## config.mk

```make
export PLATFORM = sky130hd
export DESIGN_NAME = uart_fifo_line_ctrl
export DESIGN_NICKNAME = d
export VERILOG_FILES = /design/src/shared/uart_fc_pkg.sv /design/src/hw/byte_queue.sv /design/src/hw/uart_fifo_line_ctrl.sv
export SDC_FILE = /design/constraint.sdc
export NUM_CORES = 1
export LEC_CHECK = 0
export BUFFER_PORTS_ARGS = -buffer_cell sky130_fd_sc_hd__buf_2
export CAP_MARGIN = 25
export CORE_MARGIN = 10
export CORE_UTILIZATION = 35
export DETAILED_ROUTE_END_ITERATION = 8
export PLACE_DENSITY = 0.58
export SYNTH_ARGS = -nofsm -noshare
export SYNTH_HDL_FRONTEND = slang
export SYNTH_HIERARCHICAL = 1
export SYNTH_SLANG_ARGS = --single-unit
```

## constraint.sdc

```tcl
create_clock -name ref_clk -period 4.08 [get_ports ref_clk]
set_input_delay 0.816 -clock ref_clk [delete_from_list [all_inputs] [get_ports ref_clk]]
set_output_delay 0.816 -clock ref_clk [all_outputs]
set_load 0.01 [all_outputs]
```

## src/shared/uart_fc_pkg.sv

```systemverilog
package uart_fc_pkg;
  // Register offsets on the 8-bit host bus
  localparam logic [2:0] OFS_DIV_LOW = 3'h0;
  localparam logic [2:0] OFS_DIV_HIGH = 3'h1;
  localparam logic [2:0] OFS_DATA = 3'h0;
  localparam logic [2:0] OFS_INT_ENABLE = 3'h1;
  localparam logic [2:0] OFS_QUEUE_CTRL = 3'h2;
  localparam logic [2:0] OFS_INT_IDENT = 3'h2;
  localparam logic [2:0] OFS_LINE_CTRL = 3'h3;
  // Queue control fields
  localparam int QC_TRIG_MSB = 7;
  localparam int QC_TRIG_LSB = 6;
  localparam int QC_UNUSED_BIT = 3;
  localparam int QC_TX_FLUSH_BIT = 2;
  localparam int QC_RX_FLUSH_BIT = 1;
  localparam int QC_ENABLE_BIT = 0;
  // Line control fields
  localparam int LC_DIV_SEL_BIT = 7;
  localparam int LC_BREAK_BIT = 6;
  // Interrupt enable: received data available
  localparam int IE_RX_AVAIL_BIT = 0;
  // Reset values
  localparam logic [7:0] QUEUE_CONTROL_RESET = 8'h00;
  localparam logic [7:0] LINE_CONTROL_RESET = 8'h00;
  localparam logic [7:0] INT_ENABLE_RESET = 8'h00;
  localparam logic [15:0] DIVISOR_RESET = 16'h0000;
  // Receive trigger thresholds in bytes
  localparam logic [4:0] TRIG_1 = 5'h01;
  localparam logic [4:0] TRIG_4 = 5'h04;
  localparam logic [4:0] TRIG_8 = 5'h08;
  localparam logic [4:0] TRIG_14 = 5'h0e;
  // Identification codes
  localparam logic [3:0] IDENT_NONE = 4'h1;
  localparam logic [3:0] IDENT_RX_AVAIL = 4'h4;
  localparam logic [1:0] FIFO_STATUS_ON = 2'h3;
  // Queue geometry
  localparam int QUEUE_WIDTH = 8;
  localparam int QUEUE_DEPTH = 8;
  localparam int QUEUE_CNT_W = 4;

  typedef struct packed {
    logic [1:0] rx_trigger_level;
    logic fifo_mode_enable;
  } queue_cfg_t;

  typedef struct packed {
    logic divisor_latch_select;
    logic break_force;
  } line_cfg_t;

  typedef enum logic [1:0] {
    FL_IDLE = 2'b00,
    FL_RUN = 2'b01,
    FL_DONE = 2'b11
  } flush_state_t;
endpackage

```

## src/hw/byte_queue.sv

```systemverilog
module byte_queue
  import uart_fc_pkg::*;
#(
  parameter int WIDTH = QUEUE_WIDTH,
  parameter int DEPTH = QUEUE_DEPTH,
  parameter int CW = QUEUE_CNT_W
) (
  input wire logic ref_clk,
  input wire logic rst_n,
  input wire logic flush,
  input wire logic in_valid,
  output logic in_ready,
  input wire logic [WIDTH-1:0] in_data,
  output logic out_valid,
  input wire logic out_ready,
  output logic [WIDTH-1:0] out_data,
  output logic [CW-1:0] count
);
  localparam int AW = $clog2(DEPTH);
  logic [WIDTH-1:0] mem [DEPTH];
  logic [AW-1:0] wr_ptr, rd_ptr, next_wr_ptr, next_rd_ptr;
  logic [CW-1:0] next_count;
  logic push, pop;

  assign in_ready = (count != CW'(DEPTH));
  assign out_valid = (count != '0);
  assign push = in_valid && in_ready;
  assign pop = out_valid && out_ready;

  always_comb begin
    next_wr_ptr = wr_ptr;
    next_rd_ptr = rd_ptr;
    next_count = count;
    // Flush clears both pointers and the counter; data words stay but become unreachable
    if (flush) begin
      next_wr_ptr = '0;
      next_rd_ptr = '0;
      next_count = '0;
    end else begin
      if (push) next_wr_ptr = AW'(wr_ptr + 1'b1);
      if (pop) next_rd_ptr = AW'(rd_ptr + 1'b1);
      next_count = CW'(count + CW'(push) - CW'(pop));
    end
  end

  always_ff @(posedge ref_clk) begin
    if (!rst_n) begin
      wr_ptr <= '0;
      rd_ptr <= '0;
      count <= '0;
      out_data <= '0;
    end else begin
      wr_ptr <= next_wr_ptr;
      rd_ptr <= next_rd_ptr;
      count <= next_count;
      // Word written this edge is not yet in mem, so bypass it when it becomes the head
      out_data <= (push && !flush && next_rd_ptr == wr_ptr) ? in_data : mem[next_rd_ptr];
    end
  end

  always_ff @(posedge ref_clk) begin
    if (push && !flush) mem[wr_ptr] <= in_data;
  end
endmodule // byte_queue

```

## src/hw/uart_fifo_line_ctrl.sv

```systemverilog
module uart_fifo_line_ctrl
  import uart_fc_pkg::*;
(
  input wire logic ref_clk,
  input wire logic rst_n,
  input wire logic [2:0] addr,
  input wire logic wr_en,
  input wire logic rd_en,
  input wire logic [7:0] wr_data,
  output logic [7:0] rd_data,
  input wire logic test_mode,
  input wire logic baud_clock_out,
  input wire logic tx_shift_serial,
  input wire logic transmitter_empty,
  output logic serial_out,
  output logic [15:0] divisor,
  output logic tx_byte_valid,
  input wire logic tx_byte_ready,
  output logic [7:0] tx_byte,
  input wire logic rx_byte_valid,
  output logic rx_byte_ready,
  input wire logic [7:0] rx_byte,
  output logic fifo_mode,
  output logic rx_data_irq
);
  queue_cfg_t qcfg, next_qcfg;
  line_cfg_t lcfg;
  logic [7:0] line_format_control, next_line_format_control;
  logic [7:0] int_enable_reg, next_int_enable_reg;
  logic [15:0] next_divisor;
  logic tx_flush_req, rx_flush_req, next_tx_flush_req, next_rx_flush_req;
  flush_state_t fl_state, next_fl_state;
  logic tx_flush, rx_flush, mode_clear;
  logic [3:0] tx_count, rx_count;
  logic [7:0] rx_out;
  logic rx_valid, rx_pop, tx_push, tx_in_ready;
  logic [4:0] trig_bytes;
  logic [7:0] ident;

  function automatic logic acc(input logic [2:0] a, input logic [2:0] ofs, input logic sel, input logic want);
    acc = (a == ofs) && (sel == want);
  endfunction

  assign lcfg = line_cfg_t'(line_format_control[LC_DIV_SEL_BIT:LC_BREAK_BIT]);
  assign fifo_mode = qcfg.fifo_mode_enable;

  always_comb begin
    next_qcfg = qcfg;
    next_line_format_control = line_format_control;
    next_int_enable_reg = int_enable_reg;
    next_divisor = divisor;
    // Flush requests return to zero once done; a new request in that cycle still wins
    next_tx_flush_req = (fl_state == FL_DONE) ? 1'b0 : tx_flush_req;
    next_rx_flush_req = (fl_state == FL_DONE) ? 1'b0 : rx_flush_req;
    mode_clear = 1'b0;
    tx_push = 1'b0;
    if (wr_en) begin
      case (addr)
        OFS_QUEUE_CTRL: begin
          if (!wr_data[QC_ENABLE_BIT] || qcfg.fifo_mode_enable != wr_data[QC_ENABLE_BIT]) mode_clear = 1'b1;
          next_qcfg.fifo_mode_enable = wr_data[QC_ENABLE_BIT];
          if (wr_data[QC_ENABLE_BIT]) begin
            next_qcfg.rx_trigger_level = wr_data[QC_TRIG_MSB:QC_TRIG_LSB];
            next_tx_flush_req = next_tx_flush_req | wr_data[QC_TX_FLUSH_BIT];
            next_rx_flush_req = next_rx_flush_req | wr_data[QC_RX_FLUSH_BIT];
          end
        end
        OFS_LINE_CTRL: next_line_format_control = wr_data;
        default: begin
          if (acc(addr, OFS_DIV_LOW, lcfg.divisor_latch_select, 1'b1)) next_divisor[7:0] = wr_data;
          if (acc(addr, OFS_DIV_HIGH, lcfg.divisor_latch_select, 1'b1)) next_divisor[15:8] = wr_data;
          if (acc(addr, OFS_INT_ENABLE, lcfg.divisor_latch_select, 1'b0)) next_int_enable_reg = wr_data;
          if (acc(addr, OFS_DATA, lcfg.divisor_latch_select, 1'b0)) tx_push = 1'b1;
        end
      endcase
    end
  end

  always_comb begin
    next_fl_state = fl_state;
    case (fl_state)
      FL_IDLE: if (tx_flush_req || rx_flush_req) next_fl_state = FL_RUN;
      FL_RUN: next_fl_state = FL_DONE;
      FL_DONE: next_fl_state = FL_IDLE;
      default: next_fl_state = FL_IDLE;
    endcase
  end

  assign tx_flush = mode_clear || (fl_state == FL_RUN && tx_flush_req);
  assign rx_flush = mode_clear || (fl_state == FL_RUN && rx_flush_req);

  always_ff @(posedge ref_clk) begin
    if (!rst_n) begin
      qcfg <= queue_cfg_t'(QUEUE_CONTROL_RESET[2:0]);
      line_format_control <= LINE_CONTROL_RESET;
      int_enable_reg <= INT_ENABLE_RESET;
      divisor <= DIVISOR_RESET;
      tx_flush_req <= 1'b0;
      rx_flush_req <= 1'b0;
      fl_state <= FL_IDLE;
    end else begin
      qcfg <= next_qcfg;
      line_format_control <= next_line_format_control;
      int_enable_reg <= next_int_enable_reg;
      divisor <= next_divisor;
      tx_flush_req <= next_tx_flush_req;
      rx_flush_req <= next_rx_flush_req;
      fl_state <= next_fl_state;
    end
  end

  // Non-FIFO mode keeps a single holding slot, so depth collapses to one word
  logic tx_in_valid, rx_in_ready_q;
  assign tx_in_valid = tx_push && (qcfg.fifo_mode_enable || tx_count == 4'h0);
  assign rx_byte_ready = rx_in_ready_q && (qcfg.fifo_mode_enable || rx_count == 4'h0);

  byte_queue #(.WIDTH(QUEUE_WIDTH), .DEPTH(QUEUE_DEPTH), .CW(QUEUE_CNT_W)) tx_queue (
    .ref_clk(ref_clk),
    .rst_n(rst_n),
    .flush(tx_flush),
    .in_valid(tx_in_valid),
    .in_ready(tx_in_ready),
    .in_data(wr_data),
    .out_valid(tx_byte_valid),
    .out_ready(tx_byte_ready),
    .out_data(tx_byte),
    .count(tx_count)
  );

  byte_queue #(.WIDTH(QUEUE_WIDTH), .DEPTH(QUEUE_DEPTH), .CW(QUEUE_CNT_W)) rx_queue (
    .ref_clk(ref_clk),
    .rst_n(rst_n),
    .flush(rx_flush),
    .in_valid(rx_byte_valid),
    .in_ready(rx_in_ready_q),
    .in_data(rx_byte),
    .out_valid(rx_valid),
    .out_ready(rx_pop),
    .out_data(rx_out),
    .count(rx_count)
  );

  assign rx_pop = rd_en && acc(addr, OFS_DATA, lcfg.divisor_latch_select, 1'b0);

  always_comb begin
    case (qcfg.rx_trigger_level)
      2'b00: trig_bytes = TRIG_1;
      2'b01: trig_bytes = TRIG_4;
      2'b10: trig_bytes = TRIG_8;
      default: trig_bytes = TRIG_14;
    endcase
  end

  // Threshold interrupt
  // Eight-word queue cannot reach 14, so that level caps at full
  assign rx_data_irq = int_enable_reg[IE_RX_AVAIL_BIT] && rx_valid &&
    (!qcfg.fifo_mode_enable || {1'b0, rx_count} >= trig_bytes ||
     (trig_bytes > 5'(QUEUE_DEPTH) && rx_count == 4'(QUEUE_DEPTH)));

  always_comb begin
    ident = {(qcfg.fifo_mode_enable ? FIFO_STATUS_ON : 2'h0), 2'h0, (rx_data_irq ? IDENT_RX_AVAIL : IDENT_NONE)};
  end

  always_ff @(posedge ref_clk) begin
    if (!rst_n) begin
      rd_data <= 8'h00;
    end else begin
      case (addr)
        OFS_INT_IDENT: rd_data <= ident;
        OFS_LINE_CTRL: rd_data <= line_format_control;
        OFS_DIV_HIGH: rd_data <= lcfg.divisor_latch_select ? divisor[15:8] : int_enable_reg;
        OFS_DIV_LOW: rd_data <= lcfg.divisor_latch_select ? divisor[7:0] : rx_out;
        default: rd_data <= 8'h00;
      endcase
    end
  end

  always_ff @(posedge ref_clk) begin
    if (!rst_n) begin
      serial_out <= 1'b1;
    end else if (lcfg.break_force) begin
      serial_out <= 1'b0;
    end else if (test_mode) begin
      serial_out <= lcfg.divisor_latch_select ? baud_clock_out : 1'b1;
    end else begin
      serial_out <= tx_shift_serial;
    end
  end
endmodule // uart_fifo_line_ctrl

```

# ---- After elaboration in Yosys (flattened, before gate mapping)
# Memory sizes are Yosys's and may differ from the RTL's. A register that Yosys moved wholly into a read port is not among the register bits.
# Index checks and enable logic that the tools add are counted.
dict set report classes {
  n_mux 33
  bitwise 5
  n_addsub 8
  reduce_logical 48
  eq_ne 12
  order_cmp 2
}
# cell count
set op_table {}
lappend op_table {{$pmux 8 s4} 1}
lappend op_table {{$mux 1} 21}
lappend op_table {{$logic_and 1x1->1} 18}
lappend op_table {{$mux 8} 2}
lappend op_table {{$mux 3} 5}
lappend op_table {{$add 3x1->3 const B} 4}
lappend op_table {{$pmux 4 s3} 1}
lappend op_table {{$reduce_and 3->1} 4}
lappend op_table {{$add 4x1->4} 2}
lappend op_table {{$logic_not 4->1} 2}
lappend op_table {{$logic_or 1x1->1} 8}
lappend op_table {{$ne 4x4->1 const B} 2}
lappend op_table {{$reduce_bool 4->1} 2}
lappend op_table {{$sub 4x1->4} 2}
lappend op_table {{$eq 3x2->1 const B} 2}
lappend op_table {{$logic_not 1->1} 6}
lappend op_table {{$reduce_or 2->1} 3}
lappend op_table {{$ge 4x5->1} 1}
lappend op_table {{$gt 5x4->1 const B} 1}
lappend op_table {{$eq 2x1->1 const B} 2}
lappend op_table {{$eq 2x2->1 const B} 2}
lappend op_table {{$eq 4x4->1 const B} 1}
lappend op_table {{$logic_not 2->1} 2}
lappend op_table {{$mux 2} 2}
lappend op_table {{8 further kinds} 12}
dict set report totals {
  output_inout_bits 37
  regBits 68
  memories 2
  elab_cells 127
  ramBits 128
}
# name depth width read_ports rd_ports_with_merged_regs wr line_no
set memory_table {}
lappend memory_table {rx_queue.mem 8 8 1 1 1 byte_queue.sv:20} ;# logic [WIDTH-1:0] mem [DEPTH];
lappend memory_table {tx_queue.mem 8 8 1 1 1 byte_queue.sv:20}

# ---- Depth between registers and ports, before layout
# Gate-level depths: netlist of run 1.
dict set report depth {
  depth_word 10
  depth_mapped 12
}

# ---- Modules after synthesis
# The synthesis of run 1 kept the hierarchy.
# mod n_inst area_per_inst_um2 cells_each
set by_module_without_submodules {}
lappend by_module_without_submodules {byte_queue 2 3480.8 244}
lappend by_module_without_submodules {uart_fifo_line_ctrl 1 2284.7 254}

# ---- Worst setup path before layout of run 1
# No wires, ideal clock.
dict set report synth_path {
  path_type {input port to flip-flop}
  start {input addr[2]}
  end {register rx_queue.out_data[3] (read register of rx_queue.mem)}
  required_time_ns 3.994
  stages 11
  t_arrival_ns 3.405
  setup_slack_ns 0.589
  cell_sequence {buf_2 -> nor4_2 -> and2_1 -> nor2b_1 -> a211oi_1 -> buf_4 -> mux2_2 -> nor4b_4 -> buf_6 -> a221oi_2 -> a221oi_2}
}
dict set report synth_between {
  elab_chain_len 6
}
# item line_no
set synth_rtl {}
lappend synth_rtl {{start, declared} uart_fifo_line_ctrl.sv:6} ;# input wire logic [2:0] addr,
lappend synth_rtl {{$logic_not 3->1} uart_fifo_line_ctrl.sv:41} ;# acc = (a == ofs) && (sel == want);
lappend synth_rtl {{$logic_and 1x1->1} uart_fifo_line_ctrl.sv:41}
lappend synth_rtl {{$logic_and 1x1->1} uart_fifo_line_ctrl.sv:143} ;# assign rx_pop = rd_en && acc(addr, OFS_DATA, lcfg.divisor_latch_select, 1'b0);
lappend synth_rtl {{named net rx_pop} uart_fifo_line_ctrl.sv:36} ;# logic rx_valid, rx_pop, tx_push, tx_in_ready;
lappend synth_rtl {{$logic_and 1x1->1} byte_queue.sv:28} ;# assign pop = out_valid && out_ready;
lappend synth_rtl {{$mux 3} byte_queue.sv:41} ;# if (pop) next_rd_ptr = AW'(rd_ptr + 1'b1);
lappend synth_rtl {{$mux 3} byte_queue.sv:35} ;# if (flush) begin
lappend synth_rtl {{end, declared} byte_queue.sv:16} ;# output logic [WIDTH-1:0] out_data,
# The timed path passes the listed nets, and every way through them passes these cells.
# A chain may end at the register's enable or synchronous reset.

# ---- Worst setup path in the final report of run 1
dict set report layout_path {
  start {register rx_queue.count[0]}
  end {output rx_data_irq}
}
dict set report layout_between {
  elab_chain_len 4
}
# item line_no
set layout_rtl {}
lappend layout_rtl {{start, declared} byte_queue.sv:17} ;# output logic [CW-1:0] count
lappend layout_rtl {{start signal, assigned} byte_queue.sv:55} ;# count <= next_count;
lappend layout_rtl {{$ge 4x5->1 or $eq 4x4->1 (tied branches)} {uart_fifo_line_ctrl.sv:157, uart_fifo_line_ctrl.sv:158}}
lappend layout_rtl {{$logic_or 1x1->1 or $logic_and 1x1->1 (tied branches)} {uart_fifo_line_ctrl.sv:157, uart_fifo_line_ctrl.sv:158}}
lappend layout_rtl {{$logic_or 1x1->1} uart_fifo_line_ctrl.sv:157} ;# (!qcfg.fifo_mode_enable || {1'b0, rx_count} >= trig_bytes ||
lappend layout_rtl {{$logic_and 1x1->1 (*)} uart_fifo_line_ctrl.sv:156} ;# assign rx_data_irq = int_enable_reg[IE_RX_AVAIL_BIT] && rx_valid &&
lappend layout_rtl {{end, declared} uart_fifo_line_ctrl.sv:24} ;# output logic rx_data_irq
# Mark *: on every way between the ends. The rest lies on a longest branch, timed or not.

==> results of run 1 <==
-- final cells by class --
cell class	instances	area, sq um
Inverter	38	142.6
Multi-Input combinational cell	461	3425
Timing Repair Buffer	89	508.0
Clock inverter	9	146.4
Sequential cell	212	5525
Fill cell	2443	15260
Clock buffer	33	633.1
Tap cell	335	419.2
-- through the flow --
step	util	hold slack (ps)	setup WS [ps]
after global placement	0.3845	443.5	691.2
after detailed placement	0.3845	442.1	633.2
after CTS	0.4144	454.9	851.7
final	0.4144	446.0	867.4
after global routing	0.4144	478.1	716.7
after floorplan	-	417.4	588.8
-- worst min-delay path by stage --
stage | startpoint | to | slack, ps | depth (start not counted)
2_1_floorplan | rx_queue/out_data[1] | rd_data[1] | 420 | 2
3_3_place_gp | fl_state[1] | fl_state[0] | 440 | 1
3_5_place_dp | fl_state[1] | fl_state[0] | 440 | 1
4_1_cts | rx_queue/out_data[5] | rd_data[5] | 450 | 2
5_1_grt | rx_queue/out_data[5] | rd_data[5] | 480 | 2
6_report | rx_queue/out_data[5] | rd_data[5] | 450 | 2
-- cells in the mapped netlist (12+ instances only) --
cell type	n	share of area
a221oi_1	27	0.026
edfxtp_1	128	0.42
nand2_1	53	0.022
ha_1	20	0.027
clkbuf_1	13	0.0053
o22ai_1	17	0.012
inv_1	36	0.015
nand3_1	16	0.0087
mux2i_1	67	0.073
a21boi_0	17	0.014
nor2_1	66	0.027
a21oi_1	12	0.0065
nor2b_1	28	0.019
dfxtp_1	84	0.18
-- critical path: stages, from the launching register on --
cell and delay, ps:
dfxtp_1 540, inv_1 80, ha_1 290, nand2b_1 140, a211oi_1 260, o2111a_1 310
nor2_1 120, buf_2 160
-- report_power, final --
group	total (mW)	switching [mW]	internal (mW)
Clock	2.14	0.807	1.33
Sequential	2.49	0.0873	2.40
Combinational	1.29	0.714	0.576
-- routing by layer --
layer | up-vias | wire length, um
met4 | 0 | 409
met2 | 120 | 9968
met1 | 2900 | 9926
met3 | 27 | 808
met5 | - | 0
li1 | 2930 | -
-- cells by family (layout without fill, tap and decap cells) --
kind of cell / after synthesis / in the layout / synth area share
flip-flops: 212 / 212 / 0.5976
AND/OR/NAND/NOR: 232 / 232 / 0.1380
buffers and inverters: 69 / 169 / 0.03478
AO/OA/AOI/OAI: 123 / 123 / 0.1065
multiplexers: 74 / 74 / 0.08227
adder cells (fa/ha/maj): 22 / 22 / 0.03139
XOR/XNOR: 10 / 10 / 0.009472
==> impl_metrics.py, run 1 <==
metrics = {
    "placement": {
        "place_area_sq_um": 10020,
        "placed_cells": 1135,
        "io_buffers": 64,
        "place_hpwl_mm": 14.79,
        "gp_congestion": 0.7719,
    },
    "synth": {
        "synth_top_flop_cell": "edfxtp_1",
        "syn_area_sq_um": 9246,
        "postSynthCellCount": 742,
        "yosysUniqueCellTypes": 61,
        "syn_area_per_cell_sq_um": 12.46,
        "ys_ff_latch": 212,
        "synth_edf_count": 128,
        "ys_seq_area_frac": 0.5976,
        "ys_warn_count": 6,
        "syn_nets": 793,
        "async_reset_ff_frac": 0,
    },
    "clock_tree": {
        "clock_sinks": 212,
        "cts_buffer_depth": 3,
        "cts_root_buf": "clkbuf_16",
        "post-cts-setup-buffer-count": 0,
        "cts_buffers": 23,
        "cts_hold_buf": 0,
        "cts-htree-levels": 1,
        "clk_latency_ps": 510,
        "cts_resized": 0,
        "cts_tree": "yes",
        "cts.clk_slew.worst_paths_ps": 60,
    },
    "layout": {
        "insertedDiodeCount": 0,
        "area_growth_pct": 16.79,
        "final_cell_area_sq_um": 10800,
        "final_net_count": 876,
        "final_common_cell": "edfxtp_1",
        "top_regs": "rx_queue/mem (64), tx_queue/mem (64), divisor (16)",
        "layout_common_cells": "edfxtp_1 (128), dfxtp_1 (84), mux2i_1 (67), nor2_1 (66), buf_2 (64)",
        "drive_gt1_frac": 0.1888,
        "fin_cells": 1177,
    },
    "power_and_ir_drop": {
        "p_total_mw": 5.919,
        "vdd_drop_max_uv": 399.5,
        "leakage_nw": 4.159,
        "p_per_area_nw_per_um2": 548.1,
    },
    "detailed_routing": {
        "drc": 0,
        "wire_per_inst_um": 17.94,
        "via_count": 5977,
        "wl_mm": 21.11,
        "ant_nets": 0,
        "drt_iter0_markers": 453,
        "dr.pass1.iters": 5,
        "viasPerCell": 5.078,
    },
    "floorplan": {
        "fp.dieW_um": 182.5,
        "io_pins": 66,
        "rows": 59,
        "core_sq_um": 26060,
        "dieArea_sq_um": 33320,
        "initial_utilization": 0.3548,
        "die_height_um": 182.5,
    },
    "timing": {
        "rsz0062_at_grt": "false",
        "skew_ps": 14.38,
        "setup_tns_ps": 0,
        "slew_violations": 0,
        "setup_viol_count_final": 0,
        "slew_headroom": 0.5050,
        "tightest_slew_ps": 739.8,
        "fmax_mhz": 311.3,
        "finalCriticalPeriod_ps": 3213,
        "fin_crit_sh": 0.7874,
        "hold_viol": 0,
    },
    "run_status": {
        "status": "finished, final reports clean",
    },
    "global_route": {
        "grt_start_max_net_pins": 29,
        "grt-busiest-layer": "met2",
        "antenna_found_initial": 0,
        "grt_overflow": 0,
        "grtUsageTotal": 0.1240,
        "grt_use_met3": 0.01998,
        "met2_usage": 0.2072,
        "grt_pass1_wl_mm": 33.65,
        "first_global_vias": 5928,
        "grtUsageMet1": 0.1645,
    },
    "critical_path": {
        "path_class": "flop to primary output",
        "endpoint": "rx_data_irq",
        "worstPathRequired_ps": 3260,
        "critPathMaxFanout": 9,
        "crit_path_end_kind": "primary output",
        "critical_path_arrival_ps": 2400,
        "rr_endpoint": "tx_queue/out_data[5]",
        "reg2regPathDepth": 10,
        "rrSetupSlack_ps": 1210,
        "critPathLaunchType": "flop",
        "cp-startpoint": "rx_queue/count[0]",
        "reg2reg_from": "line_format_control[7]",
    },
    "run": {
        "drv_cap": 0,
    },
    "min_path": {
        "hp-class": "flop to flop",
    },
}
(Power assumes the default switching activity.)
==> inputs of run 2 (changes only) <==
--- a/config.mk
+++ b/config.mk
@@ -10,7 +10,7 @@
 export CORE_MARGIN = 10
 export CORE_UTILIZATION = 35
 export DETAILED_ROUTE_END_ITERATION = 8
-export PLACE_DENSITY = 0.58
+export PLACE_DENSITY = 0.6
 export SYNTH_ARGS = -nofsm -noshare
 export SYNTH_HDL_FRONTEND = slang
 export SYNTH_HIERARCHICAL = 1
==> constraint.sdc (replaced) <==
create_clock -name ref_clk -period 2.9 [get_ports ref_clk]
set_input_delay 0.58 -clock ref_clk [delete_from_list [all_inputs] [get_ports ref_clk]]
set_output_delay 0.58 -clock ref_clk [all_outputs]
set_load 0.01 [all_outputs]
==> run 2 against run 1 <==
Effect of this change: via count grew 0.69%; die area stayed put; power is 38% higher; core utilization increased by 0.47 points; sequential power is 41% higher; count of clock-buffer cells in the layout is the same; sequential cell count unchanged; clock skew is 1.8 ps higher; combinational power rose by 43%.
==> impl_metrics.py, run 2 (synthesis gave the netlist of run 1 again) <==
metrics = {
    "run_status": {
        "status": "finished, final reports clean",
    },
    "floorplan": {
        "die_height_um": 182.5,
        "io_pins": 66,
        "core_sq_um": 26060,
        "rows": 59,
        "dieArea_sq_um": 33320,
        "initial_utilization": 0.3548,
        "fp.dieW_um": 182.5,
    },
    "clock_tree": {
        "cts_buffers": 23,
        "cts_hold_buf": 0,
        "cts_buffer_depth": 3,
        "cts_root_buf": "clkbuf_16",
        "cts-htree-levels": 1,
        "post-cts-setup-buffer-count": 0,
        "cts.clk_slew.worst_paths_ps": 60,
        "clk_latency_ps": 500,
        "clock_sinks": 212,
        "cts_tree": "yes",
    },
    "layout": {
        "fin_cells": 1191,
        "layout_common_cells": "edfxtp_1 (128), dfxtp_1 (83), mux2i_1 (67), nor2_1 (66), buf_2 (64)",
        "final_common_cell": "edfxtp_1",
        "final_net_count": 892,
        "top_regs": "rx_queue/mem (64), tx_queue/mem (64), divisor (16)",
        "nFillCells": 2431,
        "drive_gt1_frac": 0.2091,
        "area_growth_pct": 18.11,
        "insertedDiodeCount": 0,
    },
    "timing": {
        "finalCriticalPeriod_ps": 2738,
        "setup_viol_count_final": 0,
        "skew_ps": 16.23,
        "holdWs_ps": 380.6,
        "slew_violations": 0,
        "fmax_mhz": 365.2,
        "fin_crit_sh": 0.9443,
        "rsz0062_at_grt": "false",
        "slew_headroom": 0.4240,
        "tightest_slew_ps": 842.2,
        "hold_viol": 0,
    },
    "power_and_ir_drop": {
        "leakage_nw": 4.233,
        "p_per_area_nw_per_um2": 749.3,
        "p_total_mw": 8.183,
        "vdd_drop_max_uv": 562.6,
    },
    "detailed_routing": {
        "dr.pass1.iters": 5,
        "wl_mm": 21.00,
        "viasPerCell": 5.053,
        "drc": 0,
        "drt_iter0_markers": 362,
        "via_count": 6018,
        "wire_per_inst_um": 17.63,
        "ant_nets": 0,
    },
    "global_route": {
        "grt_overflow": 0,
        "grt_start_max_net_pins": 33,
        "grtUsageTotal": 0.1230,
        "grt_pass1_wl_mm": 33.46,
        "first_global_vias": 6018,
        "antenna_found_initial": 1,
    },
    "placement": {
        "placed_cells": 1151,
        "gp_congestion": 0.7616,
        "place_hpwl_mm": 14.80,
        "io_buffers": 64,
    },
    "critical_path": {
        "path_class": "flop to primary output",
        "critPathMaxFanout": 9,
        "cpMaxStageDelayCell": "dfxtp_4",
        "worstPathRequired_ps": 2320,
        "critical_path_arrival_ps": 2160,
        "crit_path_end_kind": "primary output",
        "cp_top_family": "compound AO/OA/AOI/OAI gates",
        "worst-path-buf-inv": 2,
        "critPathMaxStageDelay_ps": 400,
        "critPathLaunchType": "flop",
        "worstPathCellList": "inv_1, ha_1, nand2b_1, a211oi_1, o2111a_1, nor2_1, buf_2",
    },
    "run": {
        "drv_cap": 0,
    },
    "min_path": {
        "hp-class": "input pin to flop",
    },
}
==> run 2: layout make-up <==
class | count | area [sq um] | share of cell area
sequential | 212 | 5529 | 0.5063
clock inverter | 7 | 88.84 | 0.008135
timing repair buffer | 105 | 653.1 | 0.05981
inverter | 38 | 142.6 | 0.01306
multi-input combinational | 461 | 3445 | 0.3154
tap | 335 | 419.2 | 0.03838
clock buffer | 33 | 643.1 | 0.05889
==> run 2: routing by layer <==
metal  GRT usage  routed length, um
met2      0.2075              10170
met1      0.1609               9428
met3     0.02235               1084
met4     0.02571                307
met5           0                 13
==> run 2: worst paths after layout <==
check / from / to / slack [ps] / depth (start not counted)
worst min register to register: fl_state[1] / fl_state[0] / 450 / 1
worst max-delay path: rx_queue/count[0] / rx_data_irq / 160 / 7
worst max register to register: tx_queue/count[2] / tx_queue/out_data[2] / 220 / 10
worst min-delay path: rx_byte[4] / rx_queue/mem[0][4] / 380 / 1
==> run 2: timing repair <==
action,CTS,global route
pin swaps,0,0
gates resized for setup,1,2
setup endpoints to repair,1,8
==> run 2: report_power, final <==
group          switching, mW  internal [mW]
Sequential             0.126           3.38
Clock                   1.11           1.71
Combinational           1.01          0.835
==> run 2: metrics by stage <==
| stage | util | TNS [ps] | area, sq um | setup slack [ps] |
|---|---|---|---|---|
| 2_1_floorplan | - | -87.13 | 9279 | -54.41 |
| 3_3_place_gp | 0.3906 | 0 | 10180 | 7.272 |
| 3_5_place_dp | 0.3906 | -113.9 | 10180 | -64.57 |
| 4_1_cts | 0.4188 | 0 | 10910 | 67.22 |
| 5_1_grt | 0.4191 | 0 | 10920 | 0.6710 |
| 6_report | 0.4191 | 0 | 10920 | 161.5 |
